--- src/rtl/odw_pkg.sv ---
// Shared constants and types of the octal DAC serial write port
package odw_pkg;
   // Word layout
   localparam int ODW_WORD_BITS = 16;
   localparam int ODW_CODE_BITS = 12;
   localparam int ODW_ADDR_MSB = 15;
   localparam int ODW_ADDR_LSB = 12;
   localparam int ODW_CHANNELS = 8;
   localparam int ODW_PAIRS = 4;
   // Converter resolution: 12, 10 or 8; lower bits are ignored
   localparam int ODW_RES_BITS = 12;
   localparam logic [11:0] ODW_CODE_MASK =
      12'hfff << (ODW_CODE_BITS - ODW_RES_BITS);
   localparam logic [11:0] ODW_TWOS_FLIP = 12'h800;
   // Address decode
   localparam logic [3:0] ODW_ADDR_CTRL0 = 4'h8;
   localparam logic [3:0] ODW_ADDR_CTRL1 = 4'h9;
   localparam logic [3:0] ODW_ADDR_PRESET = 4'ha;
   localparam logic [3:0] ODW_ADDR_RSVD = 4'hb;
   localparam logic [1:0] ODW_PAIR_TAG = 2'h3;
   // Control zero fields
   localparam int ODW_C0_PD = 4;
   localparam int ODW_C0_DO = 3;
   localparam int ODW_C0_IM = 0;
   // Control one fields
   localparam int ODW_C1_SPEED_LSB = 0;
   localparam int ODW_C1_PWR_LSB = 4;
   // Reset values
   localparam logic [11:0] ODW_CODE_RST = 12'h000;
   localparam logic [15:0] ODW_WORD_RST = 16'h0000;
   localparam logic [3:0] ODW_CNT_RST = 4'h0;
   localparam logic [3:0] ODW_CNT_LAST = 4'hf;
   localparam logic [15:0] ODW_CHAIN_RST = 16'h0000;
   // Synchroniser lanes
   localparam int ODW_PIN_COUNT = 5;
   localparam int ODW_PIN_FS = 0;
   localparam int ODW_PIN_SCLK = 1;
   localparam int ODW_PIN_DIN = 2;
   localparam int ODW_PIN_LOAD = 3;
   localparam int ODW_PIN_MODE = 4;
   localparam logic [4:0] ODW_PIN_RST = 5'h00;

   typedef logic [ODW_CODE_BITS-1:0] odw_code_t;
   typedef enum logic [2:0] {
      ODW_IDLE = 3'b001,
      ODW_SHIFT = 3'b010,
      ODW_HOLD = 3'b100
   } odw_state_t;
endpackage : odw_pkg

--- src/rtl/odw_chain_delay.sv ---
// Sixteen-edge delay line for the daisy-chain output
`timescale 1ns/1ps
module odw_chain_delay (
   // Clock and reset
   input wire logic clk_sys,
   input wire logic rst_sync_b,
   // Sample strobe and data
   input wire logic sample,
   input wire logic bit_in,
   input wire logic enable,
   // Chain pin
   output logic chain_out,
   output logic chain_out_en
);
   import odw_pkg::*;

   logic [ODW_WORD_BITS-1:0] line_reg;
   logic [ODW_WORD_BITS-1:0] line_next;
   logic out_reg;
   logic out_next;
   logic en_reg;
   logic en_next;

   always_comb begin
      line_next = line_reg;
      out_next = out_reg;
      // Enable is delayed with the data so both pins drop on one edge
      en_next = enable;
      if (sample) begin
         // Taken before the shift, so the bit is sixteen edges old
         out_next = line_reg[ODW_WORD_BITS-1];
         line_next = {line_reg[ODW_WORD_BITS-2:0], bit_in};
      end
      // Line keeps running while disabled so it is valid on enable
      if (!enable) begin
         out_next = 1'b0;
      end
   end

   always_ff @(posedge clk_sys or negedge rst_sync_b) begin
      if (!rst_sync_b) begin
         line_reg <= ODW_CHAIN_RST;
         out_reg <= 1'b0;
         en_reg <= 1'b0;
      end else begin
         line_reg <= line_next;
         out_reg <= out_next;
         en_reg <= en_next;
      end
   end

   assign chain_out = out_reg;
   assign chain_out_en = en_reg;
endmodule : odw_chain_delay

--- src/rtl/odw_serial_port.sv ---
// Serial write port of an eight-channel DAC: shifter, decode, latches
// Function
// Frame sync fall starts capture, MSB first, one bit per shift clock fall.
// After sixteen bits the word goes to the holding register it addresses.
// Holding registers pass to DAC latches only while load strobe is low.
// Chain output repeats sampled input sixteen shift clock edges later.
// Reset clears holding registers, latches and control state to zero.
// Mode pin low selects DSP framing, high selects microcontroller framing.
// Microcontroller framing: frame sync rising before bit sixteen cancels.
// Microcontroller framing: update only after sync rises after bit 16.
// DSP framing: frame sync may rise early; all sixteen bits still captured.
// DSP framing: host gives an extra shift clock fall before frame sync.
// Microcontroller framing: extra fall optional, not just after sync rise.
// Data field is a 12-bit code; smaller variants drop low bits.
// Top four bits address channels, controls, preset, reserved, pairs.
// The 8-bit variant uses data bits eleven to four only.
// Pair write loads first channel with code, second with complement.
// Chain output only runs while its control zero enable bit is set.
// Cancelled transfer changes nothing; next frame restarts count at zero.
`timescale 1ns/1ps
module odw_serial_port (
   // Clock and reset
   input wire logic clk_sys,
   input wire logic rst_b,
   // Serial link pins
   input wire logic frame_sync,
   input wire logic shift_clk,
   input wire logic serial_in,
   input wire logic latch_load_strobe_b,
   input wire logic framing_mode,
   // Daisy-chain pin
   output logic chain_out,
   output logic chain_out_en,
   // Converter side
   output logic [odw_pkg::ODW_CHANNELS-1:0][odw_pkg::ODW_CODE_BITS-1:0]
      dac_code,
   output odw_pkg::odw_code_t preset_code,
   output logic power_down_all,
   output logic [odw_pkg::ODW_PAIRS-1:0] pair_power_down,
   output logic [odw_pkg::ODW_PAIRS-1:0] pair_fast
);
   import odw_pkg::*;

   // Drop the bits that this resolution does not decode
   function automatic odw_code_t odw_trim(input odw_code_t code);
      odw_trim = code & ODW_CODE_MASK;
   endfunction : odw_trim

   // Two's complement input is turned into straight binary
   function automatic odw_code_t odw_to_binary(input odw_code_t code,
                                               input logic twos);
      odw_to_binary = odw_trim(twos ? (code ^ ODW_TWOS_FLIP) : code);
   endfunction : odw_to_binary

   // Channel of one half of a two-channel register
   function automatic logic [2:0] odw_pair_ch(input logic [1:0] pair,
                                              input logic second);
      odw_pair_ch = {pair, second};
   endfunction : odw_pair_ch

   // Reset release
   logic [1:0] rst_pipe_reg;
   logic [1:0] rst_pipe_next;
   logic rst_sync_b;

   // Asserts at once, releases on an edge so all flops leave reset together
   always_comb begin
      rst_pipe_next = {rst_pipe_reg[0], 1'b1};
   end

   always_ff @(posedge clk_sys or negedge rst_b) begin
      if (!rst_b) begin
         rst_pipe_reg <= 2'b00;
      end else begin
         rst_pipe_reg <= rst_pipe_next;
      end
   end

   assign rst_sync_b = rst_pipe_reg[1];

   // Pin synchronisers
   logic [ODW_PIN_COUNT-1:0] pins_raw;
   logic [ODW_PIN_COUNT-1:0] pins_s;
   logic fs_s;
   logic sclk_s;
   logic din_s;
   logic load_s_b;
   logic mode_uc;

   assign pins_raw[ODW_PIN_FS] = frame_sync;
   assign pins_raw[ODW_PIN_SCLK] = shift_clk;
   assign pins_raw[ODW_PIN_DIN] = serial_in;
   assign pins_raw[ODW_PIN_LOAD] = latch_load_strobe_b;
   assign pins_raw[ODW_PIN_MODE] = framing_mode;

   odw_sync u_sync (
      .clk_sys(clk_sys),
      .rst_sync_b(rst_sync_b),
      .pins_raw(pins_raw),
      .pins_sync(pins_s)
   );

   assign fs_s = pins_s[ODW_PIN_FS];
   assign sclk_s = pins_s[ODW_PIN_SCLK];
   assign din_s = pins_s[ODW_PIN_DIN];
   assign load_s_b = pins_s[ODW_PIN_LOAD];
   // Mode is sampled like the rest; it should only change between frames
   // An open mode pin must be pulled low on the board
   assign mode_uc = pins_s[ODW_PIN_MODE];

   // Edge detection on the synchronised copies
   logic fs_prev_reg;
   logic fs_prev_next;
   logic sclk_prev_reg;
   logic sclk_prev_next;
   logic fs_fall;
   logic sclk_fall;

   always_comb begin
      fs_prev_next = fs_s;
      sclk_prev_next = sclk_s;
   end

   // Cleared low: a pin copy rising after reset can never look like a fall
   always_ff @(posedge clk_sys or negedge rst_sync_b) begin
      if (!rst_sync_b) begin
         fs_prev_reg <= 1'b0;
         sclk_prev_reg <= 1'b0;
      end else begin
         fs_prev_reg <= fs_prev_next;
         sclk_prev_reg <= sclk_prev_next;
      end
   end

   assign fs_fall = fs_prev_reg & ~fs_s;
   assign sclk_fall = sclk_prev_reg & ~sclk_s;

   // Frame sequencer
   odw_state_t state_reg;
   odw_state_t state_next;
   logic [3:0] cnt_reg;
   logic [3:0] cnt_next;
   logic [ODW_WORD_BITS-1:0] shift_reg;
   logic [ODW_WORD_BITS-1:0] shift_next;
   // Commit is combinational; the stores land on the edge that follows
   logic commit;
   logic [ODW_WORD_BITS-1:0] commit_word;

   always_comb begin
      state_next = state_reg;
      cnt_next = cnt_reg;
      shift_next = shift_reg;
      commit = 1'b0;
      commit_word = shift_reg;
      unique case (state_reg)
         ODW_IDLE: begin
            // A shift clock fall seen while idle is the lead-in edge
            if (fs_fall) begin
               state_next = ODW_SHIFT;
               cnt_next = ODW_CNT_RST;
            end
         end
         ODW_SHIFT: begin
            if (mode_uc && fs_s) begin
               // Early rise: drop the partial word untouched
               state_next = ODW_IDLE;
            end else if (sclk_fall) begin
               shift_next = {shift_reg[ODW_WORD_BITS-2:0], din_s};
               cnt_next = cnt_reg + 4'h1;
               if (cnt_reg == ODW_CNT_LAST) begin
                  if (mode_uc) begin
                     state_next = ODW_HOLD;
                  end else begin
                     // Frame sync level is ignored here
                     commit = 1'b1;
                     commit_word = shift_next;
                     state_next = ODW_IDLE;
                  end
               end
            end
         end
         ODW_HOLD: begin
            if (fs_s) begin
               commit = 1'b1;
               state_next = ODW_IDLE;
            end
         end
         default: begin
            state_next = ODW_IDLE;
         end
      endcase
   end

   always_ff @(posedge clk_sys or negedge rst_sync_b) begin
      if (!rst_sync_b) begin
         state_reg <= ODW_IDLE;
         cnt_reg <= ODW_CNT_RST;
         shift_reg <= ODW_WORD_RST;
      end else begin
         state_reg <= state_next;
         cnt_reg <= cnt_next;
         shift_reg <= shift_next;
      end
   end

   // Holding registers, control registers and preset
   odw_code_t hold_reg [ODW_CHANNELS];
   odw_code_t hold_next [ODW_CHANNELS];
   odw_code_t ctrl0_reg;
   odw_code_t ctrl0_next;
   odw_code_t ctrl1_reg;
   odw_code_t ctrl1_next;
   odw_code_t preset_reg;
   odw_code_t preset_next;
   logic [3:0] addr;
   odw_code_t raw_data;
   odw_code_t code;

   assign addr = commit_word[ODW_ADDR_MSB:ODW_ADDR_LSB];
   assign raw_data = commit_word[ODW_CODE_BITS-1:0];
   assign code = odw_to_binary(raw_data, ctrl0_reg[ODW_C0_IM]);

   always_comb begin
      hold_next = hold_reg;
      ctrl0_next = ctrl0_reg;
      ctrl1_next = ctrl1_reg;
      preset_next = preset_reg;
      if (commit) begin
         if (!addr[3]) begin
            hold_next[addr[2:0]] = code;
         end else if (addr[3:2] == ODW_PAIR_TAG) begin
            hold_next[odw_pair_ch(addr[1:0], 1'b0)] = code;
            hold_next[odw_pair_ch(addr[1:0], 1'b1)] = odw_trim(~code);
         end else if (addr == ODW_ADDR_CTRL0) begin
            ctrl0_next = raw_data;
         end else if (addr == ODW_ADDR_CTRL1) begin
            ctrl1_next = raw_data;
         end else if (addr == ODW_ADDR_PRESET) begin
            preset_next = code;
         end
         // The reserved address is accepted and discarded
      end
   end

   always_ff @(posedge clk_sys or negedge rst_sync_b) begin
      if (!rst_sync_b) begin
         for (int i = 0; i < ODW_CHANNELS; i++) begin
            hold_reg[i] <= ODW_CODE_RST;
         end
         ctrl0_reg <= ODW_CODE_RST;
         ctrl1_reg <= ODW_CODE_RST;
         preset_reg <= ODW_CODE_RST;
      end else begin
         hold_reg <= hold_next;
         ctrl0_reg <= ctrl0_next;
         ctrl1_reg <= ctrl1_next;
         preset_reg <= preset_next;
      end
   end

   // DAC latches; a strobe tied low makes them transparent
   odw_code_t latch_reg [ODW_CHANNELS];
   odw_code_t latch_next [ODW_CHANNELS];

   generate
      for (genvar ch = 0; ch < ODW_CHANNELS; ch++) begin : g_latch
         always_comb begin
            latch_next[ch] = latch_reg[ch];
            // Level sensitive, so a strobe held low follows every write
            if (!load_s_b) begin
               latch_next[ch] = hold_reg[ch];
            end
         end
         always_ff @(posedge clk_sys or negedge rst_sync_b) begin
            if (!rst_sync_b) begin
               latch_reg[ch] <= ODW_CODE_RST;
            end else begin
               latch_reg[ch] <= latch_next[ch];
            end
         end
         assign dac_code[ch] = latch_reg[ch];
      end
   endgenerate

   // Daisy chain
   // Every fall feeds the line, idle ones too, so the delay counts edges
   odw_chain_delay u_chain (
      .clk_sys(clk_sys),
      .rst_sync_b(rst_sync_b),
      .sample(sclk_fall),
      .bit_in(din_s),
      .enable(ctrl0_reg[ODW_C0_DO]),
      .chain_out(chain_out),
      .chain_out_en(chain_out_en)
   );

   // Control outputs
   // Reserved control bits are stored but drive nothing
   assign preset_code = preset_reg;
   assign power_down_all = ctrl0_reg[ODW_C0_PD];
   assign pair_power_down = ctrl1_reg[ODW_C1_PWR_LSB +: ODW_PAIRS];
   assign pair_fast = ctrl1_reg[ODW_C1_SPEED_LSB +: ODW_PAIRS];
endmodule : odw_serial_port

--- src/rtl/odw_sync.sv ---
// Two-flop synchroniser for pins from outside the system clock domain
`timescale 1ns/1ps
module odw_sync (
   // Clock and reset
   input wire logic clk_sys,
   input wire logic rst_sync_b,
   // Pins in, synchronised copy out
   input wire logic [odw_pkg::ODW_PIN_COUNT-1:0] pins_raw,
   output logic [odw_pkg::ODW_PIN_COUNT-1:0] pins_sync
);
   import odw_pkg::*;

   logic [ODW_PIN_COUNT-1:0] meta_reg;
   logic [ODW_PIN_COUNT-1:0] sync_reg;

   // First stage feeds only the second stage
   always_ff @(posedge clk_sys or negedge rst_sync_b) begin
      if (!rst_sync_b) begin
         meta_reg <= ODW_PIN_RST;
         sync_reg <= ODW_PIN_RST;
      end else begin
         meta_reg <= pins_raw;
         sync_reg <= meta_reg;
      end
   end

   assign pins_sync = sync_reg;
endmodule : odw_sync
--- config.mk ---
export PLATFORM = sky130hd
export DESIGN_NAME = odw_serial_port
export DESIGN_NICKNAME = d
export VERILOG_FILES = /design/src/rtl/odw_pkg.sv /design/src/rtl/odw_chain_delay.sv /design/src/rtl/odw_serial_port.sv /design/src/rtl/odw_sync.sv
export SDC_FILE = /design/constraint.sdc
export NUM_CORES = 1
export LEC_CHECK = 0
export BUFFER_PORTS_ARGS = -buffer_cell sky130_fd_sc_hd__buf_2
export CORE_MARGIN = 2
export CORE_UTILIZATION = 25
export CTS_BUF_LIST = sky130_fd_sc_hd__clkbuf_8
export CTS_CLUSTER_SIZE = 12
export DETAILED_ROUTE_END_ITERATION = 10
export PLACE_DENSITY_LB_ADDON = 0.2
export SKIP_LAST_GASP = 1
export SLEW_MARGIN = 5
export SYNTH_ARGS = -nofsm -noshare
export SYNTH_HDL_FRONTEND = slang
export SYNTH_SLANG_ARGS = --single-unit
--- constraint.sdc ---
create_clock -name clk_sys -period 11.3 [get_ports clk_sys]
set_clock_uncertainty 0.1 [all_clocks]
set_input_delay 0.565 -clock clk_sys [delete_from_list [all_inputs] [get_ports clk_sys]]
set_output_delay 0.565 -clock clk_sys [all_outputs]
set_load 0.02 [all_outputs]
==> flow_metrics.tcl <==
set metrics [dict create \
    synth.net_count 846 \
    synth_top_cell_area_share_pct 58.6 \
    slew_headroom_pct 16.2 \
    grt_pass1_vias 7182 \
    drive_gt1_share_pct 42.8 \
    dp.cells 1513 \
    yosysSeqAreaShare_pct 58.8 \
    maxCapViolCount 0 \
    drv_slew 0 \
    vias 6955 \
    path_cells "or3b_1, nor3_4, a41oi_1, a21boi_1, mux2_2" \
    htree_levels 2 \
    drt_iter0_markers 402 \
    yosysMostFrequentCell "dfrtp_1" \
    clk_pin_slew_ns 0.06 \
    ir_drop_v 0.0000661 \
    cts_tree "yes" \
    antenna_found_initial 1 \
    p_leak_nw 6.98 \
    globalRouteTotalUtil_pct 12.5 \
    netlist_area_sq_um 11500 \
    synth_cell_types 62 \
    vias_per_cell 4.33 \
    setup_total_negative_slack_ns 0 \
    clk_path_buf_depth 3 \
    worst_slew_pin_slew_ns 1.26 \
    ys_warn_count 0 \
    grt_max_degree 166 \
    clk_latency_ns 0.57 \
    grt_pass1_wl_um 45600 \
    worstSetupEndpointType "register" \
    yosys-top-cells-count "269 x dfrtp_1, 198 x mux2_2, 96 x nand2_1" \
    rsz0062_at_grt "no" \
    finalPower_mw 2.02 \
    grt_overflow_total 0 \
    critPathRequiredTime_ns 11.65 \
    async_flop_share_pct 100 \
    gp_congestion 0.813 \
    synthFlopType "dfrtp_1" \
    fin_crit_sh_pct 32.5 \
    ios 126 \
    cpMaxStageDelayCell "a21boi_1" \
    die_h_um 218 \
    powerDensity_nw_per_um2 148 \
    setup_slack_ns 7.62 \
    detail-route-antenna-nets 0 \
    dr.pass1.iters 5 \
    slowest_delay_ns 0.98 \
    critPathMaxFanout 16 \
    layout.nets 974 \
    drc_errors 0 \
    worstSetupPathType "reg2reg" \
    rows 78 \
    fillers 4606 \
    synthToLayoutAreaGrowth_pct 18.9 \
    initial_core_util_pct 25.3 \
    dp_hpwl_um 18500 \
    register_area_sq_um 6770 \
    synth.area.top_cells "dfrtp_1 59%, mux2_2 19%, mux2i_1 4.2%, nand2_1 3.1%, mux2_1 1.9%" \
    dp_slack_ns 7.65 \
    wl_per_cell_um 18.2 \
    cp-start-kind "register" \
    synth-edff-count 0 \
    syn_area_per_cell_sq_um 13.7 \
    fp.dieArea_sq_um 47700 \
    crit_buf_inv 0 \
    layout.cells.non_filler 1606 \
    root_buffer "clkbuf_8" \
    path_delay_family "simple AND/OR/NAND/NOR gates" \
    yosysTopAreaCell "dfrtp_1" \
    core_sq_um 45400 \
    cts_resized 0 \
    setup_viol 0 \
    status "finished clean" \
    layout_min_cycle_time_ns 3.68 \
    port_buffers 125 \
    drt_wl_total_um 29200 \
    syn_inst 838 \
    multiInputGateArea_sq_um 4390 \
    max_freq_ghz 0.272 \
    cts-buffers-inserted 47 \
    cts_num_sinks 270 \
    dieWidth_um 218 \
    synth-seq-cells 270 \
    finalHoldViolCount 0 \
    crit_arrival_ns 4.02 \
    hold_class "in2reg" \
]
## per-layer routing
layer / up-vias / global-route usage [%] / share of wire [%]
li1: 3221 / - / -
met2: 166 / 18.7 / 45
met5: - / 0 / 0
met1: 3530 / 18.0 / 48
met4: 0 / 3.90 / 1.8
met3: 38 / 2.62 / 5.3
## logic make-up after synthesis
| family | Yosys count | synth area share [%] |
|---|---|---|
| other cells | 1 | 0.0326 |
| flops | 270 | 58.8 |
| compound gates | 55 | 3.75 |
| buf+inv | 66 | 3.05 |
| simple gates | 166 | 7.12 |
| fa+ha+maj | 1 | 0.109 |
| xor+xnor | 3 | 0.229 |
| mux | 276 | 26.9 |
## stage by stage
stage,area (sq um),hold slack (ns),util [%]
final,13700,0.0426,30.1
after global routing,13700,0.00440,30.1
after CTS,13700,0.000409,30.1
after detailed placement,12600,0.213,27.9
after global placement,12600,0.217,27.9
after floorplan,11500,0.169,-
## final timing paths
| path | slack, ns | to | depth (start not counted) | start |
|---|---|---|---|---|
| hold reg to reg | 0.19 | dac_code[32]$_DFFE_PN0N_ | 0 | rst_pipe_reg[1]$_DFF_PN0_ |
| hold / removal | 0.04 | u_sync.meta_reg[1]$_DFF_PN0_ | 1 | shift_clk |
| max in group asynchronous | 9.52 | u_sync.pins_sync[3]$_DFF_PN0_ | 1 | rst_pipe_reg[1]$_DFF_PN0_ |
| setup reg to reg | 7.62 | hold_reg[26]$_DFFE_PN0P_ | 5 | state_reg[2]$_DFFE_PN0P_ |
| min in group asynchronous | 0.19 | dac_code[32]$_DFFE_PN0N_ | 0 | rst_pipe_reg[1]$_DFF_PN0_ |
| setup / recovery | 7.62 | hold_reg[26]$_DFFE_PN0P_ | 5 | state_reg[2]$_DFFE_PN0P_ |
## final cells by class
| type | count | area share, % |
|---|---|---|
| tap | 600 | 5.50 |
| clock inverter | 28 | 1.09 |
| inverter | 5 | 0.137 |
| clock buffer | 60 | 6.05 |
| timing repair buffer | 140 | 5.57 |
| antenna | 1 | 0.0183 |
| sequential | 270 | 49.5 |
| multi-input combinational | 502 | 32.1 |
## placed cells by master, fill, tap and decap left out, types with 3 or more instances in the layout
cell type / synthesis / routed
nand3_1: 3 / 3
dlygate4sd3_1: 0 / 4
nor2_1: 15 / 15
nor3_1: 11 / 10
mux2_1: 19 / 19
a22oi_1: 4 / 4
clkbuf_8: 0 / 60
o21ai_0: 14 / 14
mux2_4: 11 / 11
a32oi_1: 3 / 3
a21oi_1: 8 / 8
and2_1: 3 / 3
mux2_2: 198 / 198
mux2i_1: 48 / 48
nand2b_1: 4 / 4
nand2_1: 96 / 96
buf_4: 10 / 10
clkinv_2: 0 / 7
dfrtp_1: 269 / 267
nor2b_1: 10 / 10
and3_1: 3 / 3
inv_1: 4 / 22
xor2_1: 3 / 3
nand4_1: 3 / 3
buf_2: 16 / 125
## power breakdown
group | total (mW) | switching (mW) | internal, mW
Combinational | 0.0935 | 0.0620 | 0.0315
Sequential | 1.02 | 0.0268 | 0.989
Clock | 0.906 | 0.405 | 0.501
Total | 2.02 | 0.493 | 1.52
## worst reg2reg max path, stage by stage (launching register included)
cell	delay, ns
dfrtp_1	0.49
or3b_1	0.58
nor3_4	0.74
a41oi_1	0.22
a21boi_1	0.98
mux2_2	0.43
## repair_timing
item / in CTS / in global routing
buffers inserted: 0 / 0
endpoints found under the hold margin: 5 / 0
hold buffers: 4 / 0
Power figures use the tool's default switching activity.
